[src/dtd_pkg.sv]
// package for the data-transfer opcode decoder: encodings, field positions, carrier types
`default_nettype none
package dtd_pkg;
  // opcode bytes of the decoded group
  localparam logic [7:0] DTD_OP_SEG_LOAD = 8'h8E;
  localparam logic [7:0] DTD_OP_SEG_STORE = 8'h8C;
  localparam logic [7:0] DTD_OP_TRANSLATE = 8'hD7;
  localparam logic [7:0] DTD_OP_LOAD_EA = 8'h8D;
  localparam logic [7:0] DTD_OP_LOAD_PTR_DS = 8'hC5;
  // held opcode after reset: no instruction in flight
  localparam logic [7:0] DTD_OPCODE_RESET = 8'h00;
  // addressing-mode byte field positions, plus the width bit of the opcode byte
  localparam int DTD_MOD_HI = 7;
  localparam int DTD_MOD_LO = 6;
  localparam int DTD_REG_HI = 5;
  localparam int DTD_REG_LO = 3;
  localparam int DTD_RM_HI = 2;
  localparam int DTD_RM_LO = 0;
  localparam int DTD_SEG_ZERO_BIT = 5;
  localparam int DTD_WIDTH_BIT = 0;
  localparam logic [1:0] DTD_MOD_REG = 2'h3;
  // decoded operation kinds
  typedef enum logic [5:0] {
    DTD_K_NONE = 6'h00,
    DTD_K_SEG_LOAD = 6'h01,
    DTD_K_SEG_STORE = 6'h02,
    DTD_K_TRANSLATE = 6'h04,
    DTD_K_LOAD_EA = 6'h08,
    DTD_K_LOAD_PTR = 6'h10,
    DTD_K_ILLEGAL = 6'h20
  } dtd_kind_e;
  // decoder state: waiting for opcode or for its mode byte
  typedef enum logic [1:0] {
    DTD_S_OPCODE = 2'h1,
    DTD_S_MODRM = 2'h2
  } dtd_state_e;
  // decoded instruction handed to the execution unit
  typedef struct packed {
    dtd_kind_e kind;
    logic word_wide;
    logic [1:0] mode;
    logic [2:0] reg_field;
    logic [2:0] rm_field;
    logic [1:0] seg_sel;
    logic mem_operand;
    logic dest_accumulator_low_byte;
    logic dest_data_segment_register;
  } dtd_uop_s;
  localparam dtd_uop_s DTD_UOP_RESET = '{kind: DTD_K_NONE, default: '0};
endpackage
`default_nettype wire

[src/dtd_decoder.sv]
// data-transfer opcode decoder: opcode plus addressing-mode byte to decoded operation
`timescale 1ns/1ps
`default_nettype none
// Function
// - opcode 8E loads a segment register from reg/mem, with mode, zero bit, select and r/m.
// - opcode 8C is a segment-register store into reg/mem with the same mode byte layout.
// - opcode D7 is a complete one-byte translate writing the lookup byte into the low accumulator.
// - opcode 8D with mode byte writes the effective address into the register named by reg.
// - opcode C5 with mode byte loads a pointer into the named register and the data segment.
module dtd_decoder
  import dtd_pkg::*;
(
  input wire logic clk_in,
  input wire logic srst_in,
  input wire logic byte_valid_in,
  input wire logic [7:0] byte_in,
  output logic byte_ready_out,
  output var dtd_uop_s uop_out,
  output logic uop_valid_out
);
  //////////////////////////////////////////////////////////////////////////////
  dtd_state_e state_q;
  dtd_state_e state_d;
  logic [7:0] opcode_q;
  dtd_uop_s uop_q;
  dtd_uop_s uop_d;
  logic valid_q;
  logic take;

  // always ready: each byte is consumed in one cycle, no buffering
  assign byte_ready_out = 1'b1;
  assign take = byte_valid_in;

  // opcode classification, continuous for clarity
  wire is_seg_load = (byte_in == DTD_OP_SEG_LOAD);
  wire is_seg_store = (byte_in == DTD_OP_SEG_STORE);
  wire is_translate = (byte_in == DTD_OP_TRANSLATE);
  wire is_load_ea = (byte_in == DTD_OP_LOAD_EA);
  wire is_load_ptr = (byte_in == DTD_OP_LOAD_PTR_DS);
  wire needs_modrm = is_seg_load | is_seg_store | is_load_ea | is_load_ptr;
  wire [1:0] mb_mode = byte_in[DTD_MOD_HI:DTD_MOD_LO];
  wire [2:0] mb_reg = byte_in[DTD_REG_HI:DTD_REG_LO];
  wire [2:0] mb_rm = byte_in[DTD_RM_HI:DTD_RM_LO];
  wire mb_mem = (mb_mode != DTD_MOD_REG);
  wire seg_form = (opcode_q == DTD_OP_SEG_LOAD) | (opcode_q == DTD_OP_SEG_STORE);
  // segment forms need a zero bit; load-EA and load-pointer need a memory operand
  wire mb_bad = seg_form ? byte_in[DTD_SEG_ZERO_BIT] : ~mb_mem;

  // next-state and decoded word
  always_comb begin
    state_d = state_q;
    uop_d = uop_q;
    if (take) begin
      unique case (state_q)
        DTD_S_OPCODE: begin
          uop_d = DTD_UOP_RESET;
          if (needs_modrm) begin
            state_d = DTD_S_MODRM;
          end else if (is_translate) begin
            uop_d.kind = DTD_K_TRANSLATE;
            uop_d.mem_operand = 1'b1;
            uop_d.dest_accumulator_low_byte = 1'b1;
          end else begin
            uop_d.kind = DTD_K_ILLEGAL;
          end
        end
        DTD_S_MODRM: begin
          state_d = DTD_S_OPCODE;
          uop_d = DTD_UOP_RESET;
          uop_d.mode = mb_mode;
          uop_d.reg_field = mb_reg;
          uop_d.rm_field = mb_rm;
          uop_d.mem_operand = mb_mem;
          uop_d.seg_sel = mb_reg[1:0];
          // segment moves and pointer loads are word-only; the width bit picks size
          uop_d.word_wide = seg_form | opcode_q[DTD_WIDTH_BIT];
          if (mb_bad) begin
            uop_d.kind = DTD_K_ILLEGAL;
          end else if (opcode_q == DTD_OP_SEG_LOAD) begin
            uop_d.kind = DTD_K_SEG_LOAD;
          end else if (opcode_q == DTD_OP_SEG_STORE) begin
            uop_d.kind = DTD_K_SEG_STORE;
          end else if (opcode_q == DTD_OP_LOAD_EA) begin
            uop_d.kind = DTD_K_LOAD_EA;
          end else begin
            uop_d.kind = DTD_K_LOAD_PTR;
            uop_d.dest_data_segment_register = 1'b1;
          end
        end
      endcase
    end
  end

  // valid pulses when a complete instruction is decoded
  wire done = take & ((state_q == DTD_S_MODRM) | ~needs_modrm);

  // registers
  always_ff @(posedge clk_in) begin
    if (srst_in) begin
      state_q <= DTD_S_OPCODE;
      opcode_q <= DTD_OPCODE_RESET;
      uop_q <= DTD_UOP_RESET;
      valid_q <= 1'b0;
    end else begin
      state_q <= state_d;
      if (take && state_q == DTD_S_OPCODE) begin
        opcode_q <= byte_in;
      end
      uop_q <= uop_d;
      valid_q <= done;
    end
  end

  assign uop_out = uop_q;
  assign uop_valid_out = valid_q;

  //////////////////////////////////////////////////////////////////////////////
  // checks
  property p_seg_load;
    @(posedge clk_in) disable iff (srst_in)
    (take && state_q == DTD_S_OPCODE && byte_in == DTD_OP_SEG_LOAD)
      ##1 (take && !byte_in[DTD_SEG_ZERO_BIT])
      |=> (uop_valid_out && uop_out.kind == DTD_K_SEG_LOAD && uop_out.word_wide);
  endproperty
  a_seg_load: assert property (p_seg_load) else $error("segment load not decoded");
  property p_seg_store;
    @(posedge clk_in) disable iff (srst_in)
    (take && state_q == DTD_S_OPCODE && byte_in == DTD_OP_SEG_STORE) ##1 take
      |=> (uop_valid_out && uop_out.seg_sel == $past(byte_in[4:3]));
  endproperty
  a_seg_store: assert property (p_seg_store) else $error("segment select wrong");
  property p_translate;
    @(posedge clk_in) disable iff (srst_in)
    (take && state_q == DTD_S_OPCODE && byte_in == DTD_OP_TRANSLATE)
      |=> (uop_valid_out && uop_out.dest_accumulator_low_byte && state_q == DTD_S_OPCODE);
  endproperty
  a_translate: assert property (p_translate) else $error("translate not one byte");
  property p_load_ea;
    @(posedge clk_in) disable iff (srst_in)
    (take && state_q == DTD_S_OPCODE && byte_in == DTD_OP_LOAD_EA) ##1 (take && mb_mem)
      |=> (uop_out.kind == DTD_K_LOAD_EA && uop_out.reg_field == $past(byte_in[5:3]));
  endproperty
  a_load_ea: assert property (p_load_ea) else $error("load address target wrong");
  property p_load_ptr;
    @(posedge clk_in) disable iff (srst_in)
    (take && state_q == DTD_S_OPCODE && is_load_ptr) ##1 (take && mb_mem)
      |=> (uop_valid_out && uop_out.kind == DTD_K_LOAD_PTR
        && uop_out.dest_data_segment_register && uop_out.reg_field == $past(mb_reg));
  endproperty
  a_load_ptr: assert property (p_load_ptr) else $error("pointer load lacks segment");
  property p_width;
    @(posedge clk_in) disable iff (srst_in)
    (uop_valid_out && uop_out.kind == DTD_K_LOAD_EA) |-> uop_out.word_wide;
  endproperty
  a_width: assert property (p_width) else $error("width bit ignored");
  // the store form must come out as a word-wide segment store, never as a load
  property p_seg_store_kind;
    @(posedge clk_in) disable iff (srst_in)
    (take && state_q == DTD_S_OPCODE && is_seg_store)
      ##1 (take && !byte_in[DTD_SEG_ZERO_BIT])
      |=> (uop_valid_out && uop_out.kind == DTD_K_SEG_STORE && uop_out.word_wide);
  endproperty
  a_seg_store_kind: assert property (p_seg_store_kind)
    else $error("segment store not decoded");
  // a set zero bit is refused rather than read as a fifth segment number
  property p_seg_zero_bit;
    @(posedge clk_in) disable iff (srst_in)
    (take && state_q == DTD_S_OPCODE && (is_seg_load || is_seg_store))
      ##1 (take && byte_in[DTD_SEG_ZERO_BIT])
      |=> (uop_valid_out && uop_out.kind == DTD_K_ILLEGAL);
  endproperty
  a_seg_zero_bit: assert property (p_seg_zero_bit)
    else $error("segment form with bad zero bit accepted");
  // an opcode that needs a mode byte must not complete on its own
  property p_modrm_wait;
    @(posedge clk_in) disable iff (srst_in)
    (take && state_q == DTD_S_OPCODE && needs_modrm)
      |=> (!uop_valid_out && state_q == DTD_S_MODRM);
  endproperty
  a_modrm_wait: assert property (p_modrm_wait)
    else $error("mode byte not awaited");
  // a register has no effective address, so a register operand is refused
  property p_load_ea_reg_form;
    @(posedge clk_in) disable iff (srst_in)
    (take && state_q == DTD_S_OPCODE && is_load_ea) ##1 (take && !mb_mem)
      |=> (uop_valid_out && uop_out.kind == DTD_K_ILLEGAL);
  endproperty
  a_load_ea_reg_form: assert property (p_load_ea_reg_form)
    else $error("load address with register operand accepted");
  // a pointer can only come from memory; the register form is refused
  property p_ptr_reg_form;
    @(posedge clk_in) disable iff (srst_in)
    (take && state_q == DTD_S_OPCODE && is_load_ptr) ##1 (take && !mb_mem)
      |=> (uop_valid_out && uop_out.kind == DTD_K_ILLEGAL);
  endproperty
  a_ptr_reg_form: assert property (p_ptr_reg_form)
    else $error("pointer load with register operand accepted");
  // translate reads one table byte from memory into the low accumulator byte
  property p_translate_fields;
    @(posedge clk_in) disable iff (srst_in)
    (take && state_q == DTD_S_OPCODE && is_translate)
      |=> (uop_out.kind == DTD_K_TRANSLATE && uop_out.mem_operand && !uop_out.word_wide);
  endproperty
  a_translate_fields: assert property (p_translate_fields)
    else $error("translate fields wrong");
  property p_ptr_word;
    @(posedge clk_in) disable iff (srst_in)
    (uop_valid_out && uop_out.kind == DTD_K_LOAD_PTR) |-> uop_out.word_wide;
  endproperty
  a_ptr_word: assert property (p_ptr_word)
    else $error("pointer load not word wide");
  // anything outside the group is flagged in one byte so the stream stays aligned
  property p_unknown_op;
    @(posedge clk_in) disable iff (srst_in)
    (take && state_q == DTD_S_OPCODE && !needs_modrm && !is_translate)
      |=> (uop_valid_out && uop_out.kind == DTD_K_ILLEGAL);
  endproperty
  a_unknown_op: assert property (p_unknown_op)
    else $error("unknown opcode not flagged");
  // the execution unit may read the decoded word late, so it must hold between bytes
  property p_uop_holds;
    @(posedge clk_in) disable iff (srst_in)
    !take |=> $stable(uop_out);
  endproperty
  a_uop_holds: assert property (p_uop_holds)
    else $error("decoded word changed without a byte");
  // a reset in mid-instruction must leave no stale pulse and no stale kind
  property p_reset_quiet;
    @(posedge clk_in) disable iff (srst_in)
    $past(srst_in) |-> (!uop_valid_out && uop_out.kind == DTD_K_NONE);
  endproperty
  a_reset_quiet: assert property (p_reset_quiet)
    else $error("decoder not quiet after reset");
endmodule
`default_nettype wire

[config.mk]
export PLATFORM = sky130hd
export DESIGN_NAME = dtd_decoder
export DESIGN_NICKNAME = d
export VERILOG_FILES = /design/src/dtd_pkg.sv /design/src/dtd_decoder.sv
export SDC_FILE = /design/constraint.sdc
export NUM_CORES = 1
export LEC_CHECK = 0
export BUFFER_PORTS_ARGS = -buffer_cell sky130_fd_sc_hd__buf_2
export CORE_MARGIN = 2
export CORE_UTILIZATION = 30
export DETAILED_ROUTE_END_ITERATION = 7
export PLACE_DENSITY_LB_ADDON = 0.15
export SLEW_MARGIN = 10
export SYNTH_ARGS = -nofsm -noshare
export SYNTH_HDL_FRONTEND = slang
export SYNTH_SLANG_ARGS = --single-unit
[constraint.sdc]
create_clock -name clk_in -period 3 [get_ports clk_in]
set_input_delay 0.15 -clock clk_in [delete_from_list [all_inputs] [get_ports clk_in]]
set_output_delay 0.15 -clock clk_in [all_outputs]
set_load 0.02 [all_outputs]
== Yosys cells after proc, flatten, opt, wreduce, memory -nomap -nowiden ==
Index checks and enable logic that the tools add are counted.
W data, S select, Z words.
Word-level totals
  logic and storage cells: 51
  register bits after elaboration: 31
  output and inout bits: 22
  input bits: 11
Cells by class
  muxes and demuxes: 16
  reduce and logical (&&, ||, !) cells: 2
  bitwise operators: 9
  eq/ne operators: 12
Operators by type and width (count)
  $eq A8 B8 Y1 const B: 8
  $pmux W20 S2: 1
  $mux W6: 3
  $mux W5: 3
  $mux W2: 3
  $or A1 B1 Y1: 6
  $mux W1: 5
  $ne A2 B2 Y1 const B: 2
  $pmux W2 S2: 1
  $eq A2 B1 Y1 const B: 1
  $eq A2 B2 Y1 const B: 1
  $not A1 Y1: 2
  $reduce_and A2 Y1: 1
  $and A1 B1 Y1: 1
  $logic_and A1 B1 Y1: 1

== Logic depth before layout (Yosys ltp) ==
Gate-level depths: netlist of the first run.
  depth in word-level cells: 7
  gate-level depth with buffers: 5
  gate-level depth less buffers: 4

== Least setup slack after synthesis of the first run ==
No wires, ideal clock.
  kind: reg-to-reg
  from: register opcode_q[4]
  to: register uop_q, in the netlist uop_out[14]
  setup time: 0.070 ns
  arrival: 1.244 ns
  path buffers: 0
  clock period less this slack: 1.315 ns
  path slack: 1.685 ns
  stages on the path, launching flop included: 5
  data required time: 2.930 ns
  cell sequence: dfxtp_1 and4b_2 nand3b_2 or4b_1 a21oi_1
Between the ends
  cells in the longest elaborated chain, start to end: 5
  elaborated cells between the ends (all ways): 8
  classes of those cells: 2 x eq/ne; 5 x mux; 1 x bitwise
Ends and longest elaborated chain
  start, declared: RTL line dtd_decoder.sv:24  | logic [7:0] opcode_q;
  start signal, assigned: RTL line dtd_decoder.sv:107  | opcode_q <= byte_in;
  $eq A8 B8 Y1 (on tied branches): RTL line dtd_decoder.sv:45, dtd_decoder.sv:81, dtd_decoder.sv:79
  $mux W5 / $or A1 B1 Y1 (equally long branches): RTL line dtd_decoder.sv:81, dtd_decoder.sv:45
  $mux W5 / $mux W1 (equally long branches): RTL line dtd_decoder.sv:79, dtd_decoder.sv:47
  $mux W6 (*): RTL line dtd_decoder.sv:77  | if (mb_bad) begin
  $pmux W20 S2 (*): RTL line dtd_decoder.sv:54  | unique case (state_q)
  end signal, assigned: RTL line dtd_decoder.sv:109  | uop_q <= uop_d;
  end, declared: RTL line dtd_decoder.sv:25  | dtd_uop_s uop_q;
Every way passes the cells marked *; elsewhere a longest branch is shown, timed or not.
A chain may end at the register's enable or synchronous reset.

== Worst setup path after layout of the first run ==
  from: register state_q[0]
  to: register uop_q, in the netlist uop_out[14]
Between the ends
  cells in the longest elaborated chain, start to end: 2
  elaborated cells between the ends (all ways): 3
  classes of those cells: 2 x eq/ne; 1 x mux
Ends and longest elaborated chain
  start, declared: RTL line dtd_decoder.sv:22  | dtd_state_e state_q;
  start signal, assigned: RTL line dtd_decoder.sv:105  | state_q <= state_d;
  $eq A2 B2 Y1 / $eq A2 B1 Y1 (equally long branches): RTL line dtd_decoder.sv:54
  $pmux W20 S2 (*): RTL line dtd_decoder.sv:54
Marks and branches as above.

==> impl_metrics.json, run 1 <==
{
  "wl_per_cell_microns": 12.63,
  "crit_family": "simple AND/OR/NAND/NOR gates",
  "path_max_fanout": 14,
  "synth_area_per_cell_sq_um": 8.651,
  "worstMarginPinSlew_ns": 0.5391,
  "gr-total-overflow": 0,
  "path_buf_inv": 0,
  "io_buffers": 31,
  "synth_nets": 151,
  "vias": 1014,
  "synth_area_sq_mm": 0.001211,
  "drv_slew": 0,
  "cp_cell_sequence": "and2b_1 -> nand2_1 -> or4b_1 -> a21oi_1",
  "antenna_found_initial": 0,
  "p_int_w": 0.0004872,
  "fp-row-count": 23,
  "top_layer_used": "met4",
  "clk_path_buf_depth": 2,
  "final_area_sq_mm": 0.001406,
  "area_delta_synth_final_pct": 16.12,
  "fp.coreArea_sq_mm": 0.003943,
  "final_util": 0.3567,
  "timing_worst_setup_path_type": "reg2reg",
  "htree_levels": 1,
  "cts.sinks": 27,
  "worstPathArrival_ns": 1.82,
  "dpl-instance-area_sq_mm": 0.001361,
  "max_cap_viol_count": 0,
  "outcome": "completed",
  "path_clk_slew_ns": 0.09,
  "cts_buffers": 3,
  "yosysWarnings": 0,
  "hold_path.class": "in2reg",
  "start_kind": "flip-flop",
  "wl_met1_microns": 1244,
  "leakagePower_nw": 0.6028,
  "cts_root_buf": "clkbuf_8",
  "sw_frac_of_total": 0.2383,
  "nets": 174,
  "drt-vias-per-instance": 4.783,
  "cp_data_required_time_ns": 3.20,
  "die_y_microns": 67.54,
  "drt-initial-drc-count": 27,
  "fmax_mhz": 618.7,
  "place_hpwl_microns": 1939,
  "detail-route-antenna-nets": 0,
  "drive_above_1_share": 0.2346,
  "layout_setup_ws_ns": 1.384,
  "slew_headroom": 0.6406,
  "post_cts_buffers": 0,
  "end_kind": "flip-flop",
  "p_comb_frac": 0.099,
  "period_minus_slack_ns": 1.616,
  "wl_met3_microns": 87,
  "ys_ff_latch": 27,
  "skew_ns": 0.002853,
  "die_x_microns": 67.54,
  "post-place-ws_ns": 1.408,
  "p_sw_w": 0.0001524,
  "grt_max_degree": 37,
  "netlist_instances": 140,
  "gp_congestion": 0.7236,
  "ctsHoldBuffers": 0,
  "postCtsResizedCells": 0,
  "fin_crit_sh": 0.5387,
  "synth_seq_area_share": 0.4463,
  "fillers": 428,
  "ioPinCount": 33,
  "slowest_delay_ns": 0.52,
  "power_per_cell_area_mw_per_mm2": 454.8,
  "ys_types": 32,
  "totalWireLength_microns": 2678,
  "clk_latency_ns": 0.27,
  "setup_violations": 0,
  "finalHoldViolations": 0,
  "clkPwrFrac": 0.317,
  "initial_core_util": 0.3072,
  "p_seq_frac": 0.583,
  "grt_pass1_vias": 908,
  "die-area_sq_mm": 0.004562,
  "grt_usage": 0.1286,
  "ir_drop_mv": 0.1698,
  "rsz0062_at_grt": "no",
  "cp_slowest_cell": "or4b_1",
  "dr.pass1.iters": 4,
  "setup_tns_ns": 0,
  "n_antenna_cell": 0,
  "drc_errors": 0,
  "grt_first_pass_wirelength_microns": 4374,
  "dr_wl_met2_microns": 1326,
  "cts_tree": "yes"
}
==> layout make-up <==
cell class | count | area (sq um) | share of cell area
Inverter | 2 | 7.507 | 0.005338
Timing Repair Buffer | 31 | 155.1 | 0.1103
Multi-Input combinational cell | 98 | 595.6 | 0.4235
Sequential cell | 27 | 540.5 | 0.3843
Tap cell | 50 | 62.56 | 0.04448
Clock buffer | 4 | 45.04 | 0.03203
==> through the flow <==
stage,hold slack [ns],total power [W],cells
after floorplan,0.2939,0.0004241,140
after global placement,0.4418,0.0004433,208
after detailed placement,0.4442,0.0004450,208
after CTS,0.1560,0.0006491,212
after global routing,0.2044,0.0006694,212
final,0.1601,0.0006396,212
==> cells by family after synthesis <==
logic type / after synthesis / synth area share
simple gates: 59 / 0.2676
compound gates: 27 / 0.1302
flops: 27 / 0.4463
buf+inv: 15 / 0.06199
mux: 10 / 0.08368
xor+xnor: 1 / 0.007233
other cells: 1 / 0.003096
==> tightest hold or removal path, delay by kind of cell <==
family	cells	cell delay, ns
buf+inv	1	0.11
simple gates	1	0.08
mux	1	0.06
==> power groups by stage <==
| stage | registers (W) | logic [W] | clock network [W] |
|---|---|---|---|
| floorplan | 0.000383 | 0.0000409 | 0 |
| global placement | 0.000381 | 0.0000622 | 0 |
| detailed placement | 0.000381 | 0.0000637 | 0 |
| CTS | 0.000373 | 0.0000639 | 0.000212 |
| global route | 0.000375 | 0.0000707 | 0.000224 |
| finish | 0.000373 | 0.0000636 | 0.000203 |
==> final timing paths <==
kind               startpoint          end  slack, ns  depth (start not counted)
setup reg to reg   state_q[0]  uop_out[14]       1.38                          4
hold reg to reg   uop_out[13]  uop_out[13]       0.47                          2
hold / removal     byte_in[2]  opcode_q[2]       0.16                          3
setup / recovery   state_q[0]  uop_out[14]       1.38                          4
==> sequential cells by signal (all words and copies together), names as in the netlist <==
name / count
opcode_q: 8
uop_out: 16
uop_valid_out: 1
state_q: 2
==> metal layers <==
layer  track usage  up-vias
met3       0.02000        2
met2        0.2108       17
met4       0.04592        0
li1              -      519
met5             0        -
met1        0.1704      476
==> Yosys cell counts (all sizes together) <==
master / count / share of area
dfxtp: 27 / 0.45
conb: 1 / 0.0031
nand3b: 3 / 0.022
nand2b: 16 / 0.083
o211ai: 1 / 0.0062
nor4: 1 / 0.0052
a31oi: 1 / 0.0052
nor2b: 1 / 0.0052
clkbuf: 6 / 0.019
nand2: 5 / 0.015
a21o: 2 / 0.013
o32a: 1 / 0.0083
xor2: 1 / 0.0072
mux2: 1 / 0.0093
mux2i: 9 / 0.074
and2b: 1 / 0.0062
inv: 2 / 0.0062
and4b: 1 / 0.0093
nand3: 11 / 0.045
nand4: 2 / 0.010
or4b: 1 / 0.0083
a21oi: 17 / 0.070
o211a: 1 / 0.0083
a211oi: 1 / 0.0062
nor2: 15 / 0.046
buf: 7 / 0.037
and2: 1 / 0.0052
o21ai: 3 / 0.012
or4: 1 / 0.0062
==> layout by cell type, fill, tap and decap left out, types with 2 or more instances in the layout <==
master     n
inv_1      2
dfxtp_1   27
nand2_1    5
nand3_1   11
nand4_1    2
o21ai_0    3
nor2_1    15
nand3b_1   2
mux2i_1    9
clkbuf_8   3
a21oi_1   17
nand2b_1  16
buf_2     31
Power figures use the tool's default switching activity.
==> inputs of run 2 (changes only) <==
--- a/config.mk
+++ b/config.mk
@@ -5,6 +5,7 @@
 export SDC_FILE = /design/constraint.sdc
 export NUM_CORES = 1
 export LEC_CHECK = 0
+export ABC_AREA = 1
 export BUFFER_PORTS_ARGS = -buffer_cell sky130_fd_sc_hd__buf_2
 export CORE_MARGIN = 2
 export CORE_UTILIZATION = 30
==> constraint.sdc (replaced) <==
create_clock -name clk_in -period 1.3 [get_ports clk_in]
set_input_delay 0.065 -clock clk_in [delete_from_list [all_inputs] [get_ports clk_in]]
set_output_delay 0.065 -clock clk_in [all_outputs]
set_load 0.02 [all_outputs]
==> run 2 against run 1 <==
Combinational power increased to 2.8 times the previous value. Clock power increased by 130%. Non-clock buffer count increased by 4. Critical path type unchanged. Critical endpoint unchanged. Largest power group unchanged. Highest routed layer unchanged.
==> impl_metrics.json, run 2 <==
{
  "outcome": "completed",
  "gp_congestion": 0.8511,
  "clk_latency_ns": 0.27,
  "vias": 1143,
  "cts_buffers": 3,
  "yosys.cell_count.top_type": "nand2_1",
  "drv_slew": 0,
  "grt_usage": 0.1210,
  "hold_path.class": "in2reg",
  "slowest_delay_ns": 0.32,
  "grt_max_degree": 18,
  "skew_ns": 0.002193,
  "grt_first_pass_wirelength_microns": 4802,
  "fp.coreArea_sq_mm": 0.004058,
  "ys_types": 24,
  "synth_seq_area_share": 0.4190,
  "post-synth-top-area-cell": "dfxtp_1",
  "area_delta_synth_final_pct": 16.59,
  "power_per_cell_area_mw_per_mm2": 1004,
  "die_x_microns": 69.58,
  "synth_area_per_cell_sq_um": 7.371,
  "path_clk_slew_ns": 0.09,
  "detail-route-antenna-nets": 0,
  "die-area_sq_mm": 0.004841,
  "synth-edff-count": 0,
  "cts_tree": "yes",
  "setup_tns_ns": 0,
  "drt-initial-drc-count": 45,
  "synth_area_sq_mm": 0.001290,
  "setup_violations": 0,
  "htree_levels": 1,
  "worstPathArrival_ns": 1.36,
  "ctsHoldBuffers": 0,
  "place_hpwl_microns": 2305,
  "synth_common_cells": "nand2_1 (44), dfxtp_1 (27), a21oi_1 (21)",
  "finalHoldViolations": 0,
  "fin_crit_sh": 0.8867,
  "mostFrequentLayoutCells": "nand2_1 (44), buf_2 (31), dfxtp_1 (27)",
  "netlist_instances": 175,
  "synthFlopType": "dfxtp_1",
  "initial_core_util": 0.3179,
  "grt_pass1_vias": 1079,
  "dpl-instance-area_sq_mm": 0.001433,
  "ir_drop_mv": 0.4461,
  "io_buffers": 31,
  "cp_slowest_cell": "dfxtp_1",
  "ys_top_cells_by_area": "dfxtp_1 (42%), nand2_1 (13%), a21oi_1 (8.1%)",
  "dr.pass1.iters": 4,
  "mostFrequentLayoutCell": "nand2_1",
  "drive_above_1_share": 0.2956,
  "yosysWarnings": 0,
  "timing_worst_setup_path_type": "reg2reg",
  "clk_path_buf_depth": 2,
  "total_power_w": 0.001509,
  "path_buf_inv": 2,
  "drt-vias-per-instance": 4.518,
  "start_kind": "flip-flop",
  "max_cap_viol_count": 0,
  "cts.sinks": 27,
  "period_minus_slack_ns": 1.153,
  "ioPinCount": 33,
  "path_max_fanout": 6,
  "ys_ff_latch": 27,
  "nets": 215,
  "final_area_sq_mm": 0.001504,
  "fmax_mhz": 867.5,
  "leakagePower_nw": 0.6844,
  "antenna_found_initial": 0,
  "totalWireLength_microns": 2959,
  "end_kind": "flip-flop",
  "synth_top_area_frac": 0.4190,
  "cp_data_required_time_ns": 1.51,
  "wl_per_cell_microns": 11.70,
  "cp_cell_sequence": "inv_1 -> nand2_2 -> nor2_8 -> inv_2 -> nor2_1 -> nand3_1 -> a21oi_1",
  "async_flop_share": 0,
  "die_y_microns": 69.58,
  "largest_register_ffs": 16,
  "cts_root_buf": "clkbuf_8",
  "drc_errors": 0,
  "fp-row-count": 23,
  "gr-total-overflow": 0,
  "crit_family": "simple AND/OR/NAND/NOR gates",
  "rsz0062_at_grt": "no",
  "synth_nets": 186,
  "n_antenna_cell": 0
}
-- run 2: cell families (layout without fill, tap and decap cells) --
| logic type | count (synthesis) | after routing | synth area share |
|---|---|---|---|
| buf+inv | 30 | 57 | 0.1261 |
| flops | 27 | 27 | 0.4190 |
| simple gates | 86 | 87 | 0.3007 |
| other cells | 1 | 1 | 0.002907 |
| compound gates | 31 | 31 | 0.1513 |
-- run 2: repair_timing --
action | 4_1_cts | 5_1_grt
endpoints found under the hold margin | 0 | 0
endpoints found under the setup margin | 0 | 1
resized for setup | 0 | 0
buffers inserted | 0 | 2
-- run 2: cell type report --
cell class / instances / area (sq um)
clock buffer: 4 / 45.04
sequential: 27 / 540.5
tap: 50 / 62.56
multi-input combinational: 119 / 598.1
fill: 442 / 2554
inverter: 18 / 72.57
timing repair buffer: 35 / 185.2
-- run 2: stage by stage --
stage / hold slack [ns] / cells / utilization / setup slack, ns
global route: 0.07063 / 253 / 0.3706 / 0.01688
detailed placement: 0.3609 / 246 / 0.3531 / 0.1677
CTS: 0.06552 / 250 / 0.3642 / 0.1369
global placement: 0.3602 / 246 / 0.3531 / 0.1791
finish: 0.06544 / 253 / 0.3706 / 0.1472
floorplan: 0.2077 / 175 / - / 0.2730
-- run 2: worst reg2reg max path: stages (launching register included) --
cell,delay (ns)
dfxtp_1,0.32
inv_1,0.09
nand2_2,0.14
nor2_8,0.18
inv_2,0.06
nor2_1,0.12
nand3_1,0.09
a21oi_1,0.11
-- run 2: metal layers --
metal,share of wire,global-route usage,vias to the layer above
met5,0,0,-
met4,0.0044,0.02614,0
met3,0.052,0.04651,3
met2,0.46,0.1976,33
met1,0.48,0.1516,500
li1,-,-,607
-- run 2: worst paths after layout --
| check | slack [ns] | depth (start not counted) | endpoint | from |
|---|---|---|---|---|
| max reg2reg | 0.15 | 7 | uop_out[14] | state_q[0] |
| min | 0.07 | 3 | uop_out[8] | byte_in[3] |
| max | 0.15 | 7 | uop_out[14] | state_q[0] |
| min reg2reg | 0.46 | 2 | state_q[0] | state_q[0] |
-- run 2: where the power goes --
part / total, W / switching [W] / leakage [nW] / internal [W]
sequential: 0.000862 / 0.0000110 / 0.220 / 0.000851
clock: 0.000470 / 0.000250 / 0.0228 / 0.000220
combinational: 0.000177 / 0.000121 / 0.442 / 0.0000558
total: 0.00151 / 0.000382 / 0.684 / 0.00113
==> inputs of run 3 (changes only) <==
--- a/config.mk
+++ b/config.mk
@@ -10,6 +10,7 @@
 export CORE_MARGIN = 2
 export CORE_UTILIZATION = 30
 export DETAILED_ROUTE_END_ITERATION = 7
+export MAX_ROUTING_LAYER = met4
 export PLACE_DENSITY_LB_ADDON = 0.15
 export SLEW_MARGIN = 10
 export SYNTH_ARGS = -nofsm -noshare
==> run 3 against run 2 <==
Clock power hardly changed. Die area unchanged. Design area did not move. Clock skew about the same. Count of clock-buffer cells in the layout is the same. Sequential cell count stayed put. Total power about the same. Combinational power hardly changed. Worst setup slack about the same. Critical path type unchanged. Critical endpoint unchanged. Highest routed layer unchanged.
==> impl_metrics.json, run 3 (synthesis results as in run 2) <==
{
  "outcome": "completed",
  "path_clk_slew_ns": 0.09,
  "fin_hold_ws_ns": 0.06545,
  "detail-route-antenna-nets": 0,
  "timing_worst_setup_path_type": "reg2reg",
  "postCtsResizedCells": 0,
  "die_y_microns": 69.58,
  "dr.pass1.iters": 5,
  "skew_ns": 0.002193,
  "grt_max_degree": 18,
  "grt_pass1_vias": 1079,
  "gp_congestion": 0.8646,
  "vias": 1149,
  "max_cap_viol_count": 0,
  "drive_above_1_share": 0.2956,
  "antenna_found_initial": 0,
  "cp_slowest_cell": "dfxtp_1",
  "largest_register_ffs": 16,
  "drt-initial-drc-count": 45,
  "cp_cell_sequence": "inv_1 -> nand2_2 -> nor2_8 -> inv_2 -> nor2_1 -> nand3_1 -> a21oi_1",
  "end_kind": "flip-flop",
  "grt_first_pass_wirelength_microns": 4795,
  "path_max_fanout": 6,
  "grt_usage": 0.1245,
  "drv_slew": 0,
  "rsz0062_at_grt": "no",
  "hold_path.class": "in2reg",
  "clk_latency_ns": 0.27,
  "mostFrequentLayoutCells": "nand2_1 (44), buf_2 (31), dfxtp_1 (27)",
  "drc_errors": 0,
  "leakagePower_nw": 0.6844,
  "finalHoldViolations": 0,
  "gr-total-overflow": 0,
  "ir_drop_mv": 0.4461,
  "cts_tree": "yes",
  "dp_cells": 246,
  "worstPathArrival_ns": 1.36,
  "power_per_cell_area_mw_per_mm2": 1003,
  "die-area_sq_mm": 0.004841,
  "clk_path_buf_depth": 2,
  "cts.sinks": 27,
  "period_minus_slack_ns": 1.153,
  "setup_tns_ns": 0,
  "cts_root_buf": "clkbuf_8",
  "mostFrequentLayoutCell": "nand2_1",
  "wl_per_cell_microns": 11.68,
  "total_power_w": 0.001509,
  "place_hpwl_microns": 2305,
  "cp_data_required_time_ns": 1.51,
  "cts_buffers": 3,
  "nets": 215,
  "slowest_delay_ns": 0.32,
  "ioPinCount": 33,
  "die_x_microns": 69.58,
  "io_buffers": 31,
  "fp.coreArea_sq_mm": 0.004058,
  "setup_violations": 0,
  "htree_levels": 1,
  "fmax_mhz": 867.5,
  "fillers": 442,
  "final_cells": 253,
  "area_delta_synth_final_pct": 16.59,
  "fin_crit_sh": 0.8867,
  "totalWireLength_microns": 2956,
  "n_antenna_cell": 0,
  "drt-vias-per-instance": 4.542,
  "start_kind": "flip-flop",
  "initial_core_util": 0.3179,
  "fp-row-count": 23,
  "final_util": 0.3706
}
-- run 3: worst max-delay path, delay by kind of cell, from the launching register on --
family / cells / cell delay (ns)
buf+inv: 2 / 0.15
compound gates: 1 / 0.11
simple gates: 4 / 0.52
flops: 1 / 0.32
-- run 3: through the flow --
step	area, sq um	setup WS, ns
6_report	1504	0.1473
5_1_grt	1504	0.01688
4_1_cts	1478	0.1369
3_5_place_dp	1433	0.1677
3_3_place_gp	1433	0.1791
2_1_floorplan	1290	0.2730
-- run 3: power by group --
part | total (W) | switching, W | internal (W)
Combinational | 0.000177 | 0.000121 | 0.0000558
Clock | 0.000470 | 0.000250 | 0.000220
Sequential | 0.000862 | 0.0000110 | 0.000851
Total | 0.00151 | 0.000382 | 0.00113
-- run 3: cell type report --
class | count | area [sq um] | area share
inverters | 18 | 72.57 | 0.04825
repair buffers | 35 | 185.2 | 0.1231
flip-flops and latches | 27 | 540.5 | 0.3594
well taps | 50 | 62.56 | 0.04160
multi-input cells | 119 | 598.1 | 0.3977
clock buffers | 4 | 45.04 | 0.02995
-- run 3: what timing repair did --
| action | 4_1_cts | 5_1_grt |
|---|---|---|
| setup buffers | 0 | 2 |
| hold buffers | 0 | 0 |
| endpoints found under the setup margin | 0 | 1 |
-- run 3: worst paths after layout --
path	slack, ns	to	cells past startpoint	startpoint
min reg2reg	0.46	state_q[0]	2	state_q[0]
max reg2reg	0.15	uop_out[14]	7	state_q[0]
max	0.15	uop_out[14]	7	state_q[0]
min	0.07	uop_out[8]	3	byte_in[3]
-- run 3: routing by layer --
| layer | global-route usage | part of all wire | up-vias |
|---|---|---|---|
| li1 | - | - | 607 |
| met1 | 0.1516 | 0.48 | 502 |
| met2 | 0.1976 | 0.46 | 35 |
| met3 | 0.04651 | 0.053 | 5 |
| met4 | 0.02614 | 0.0058 | 0 |
| met5 | - | 0 | - |
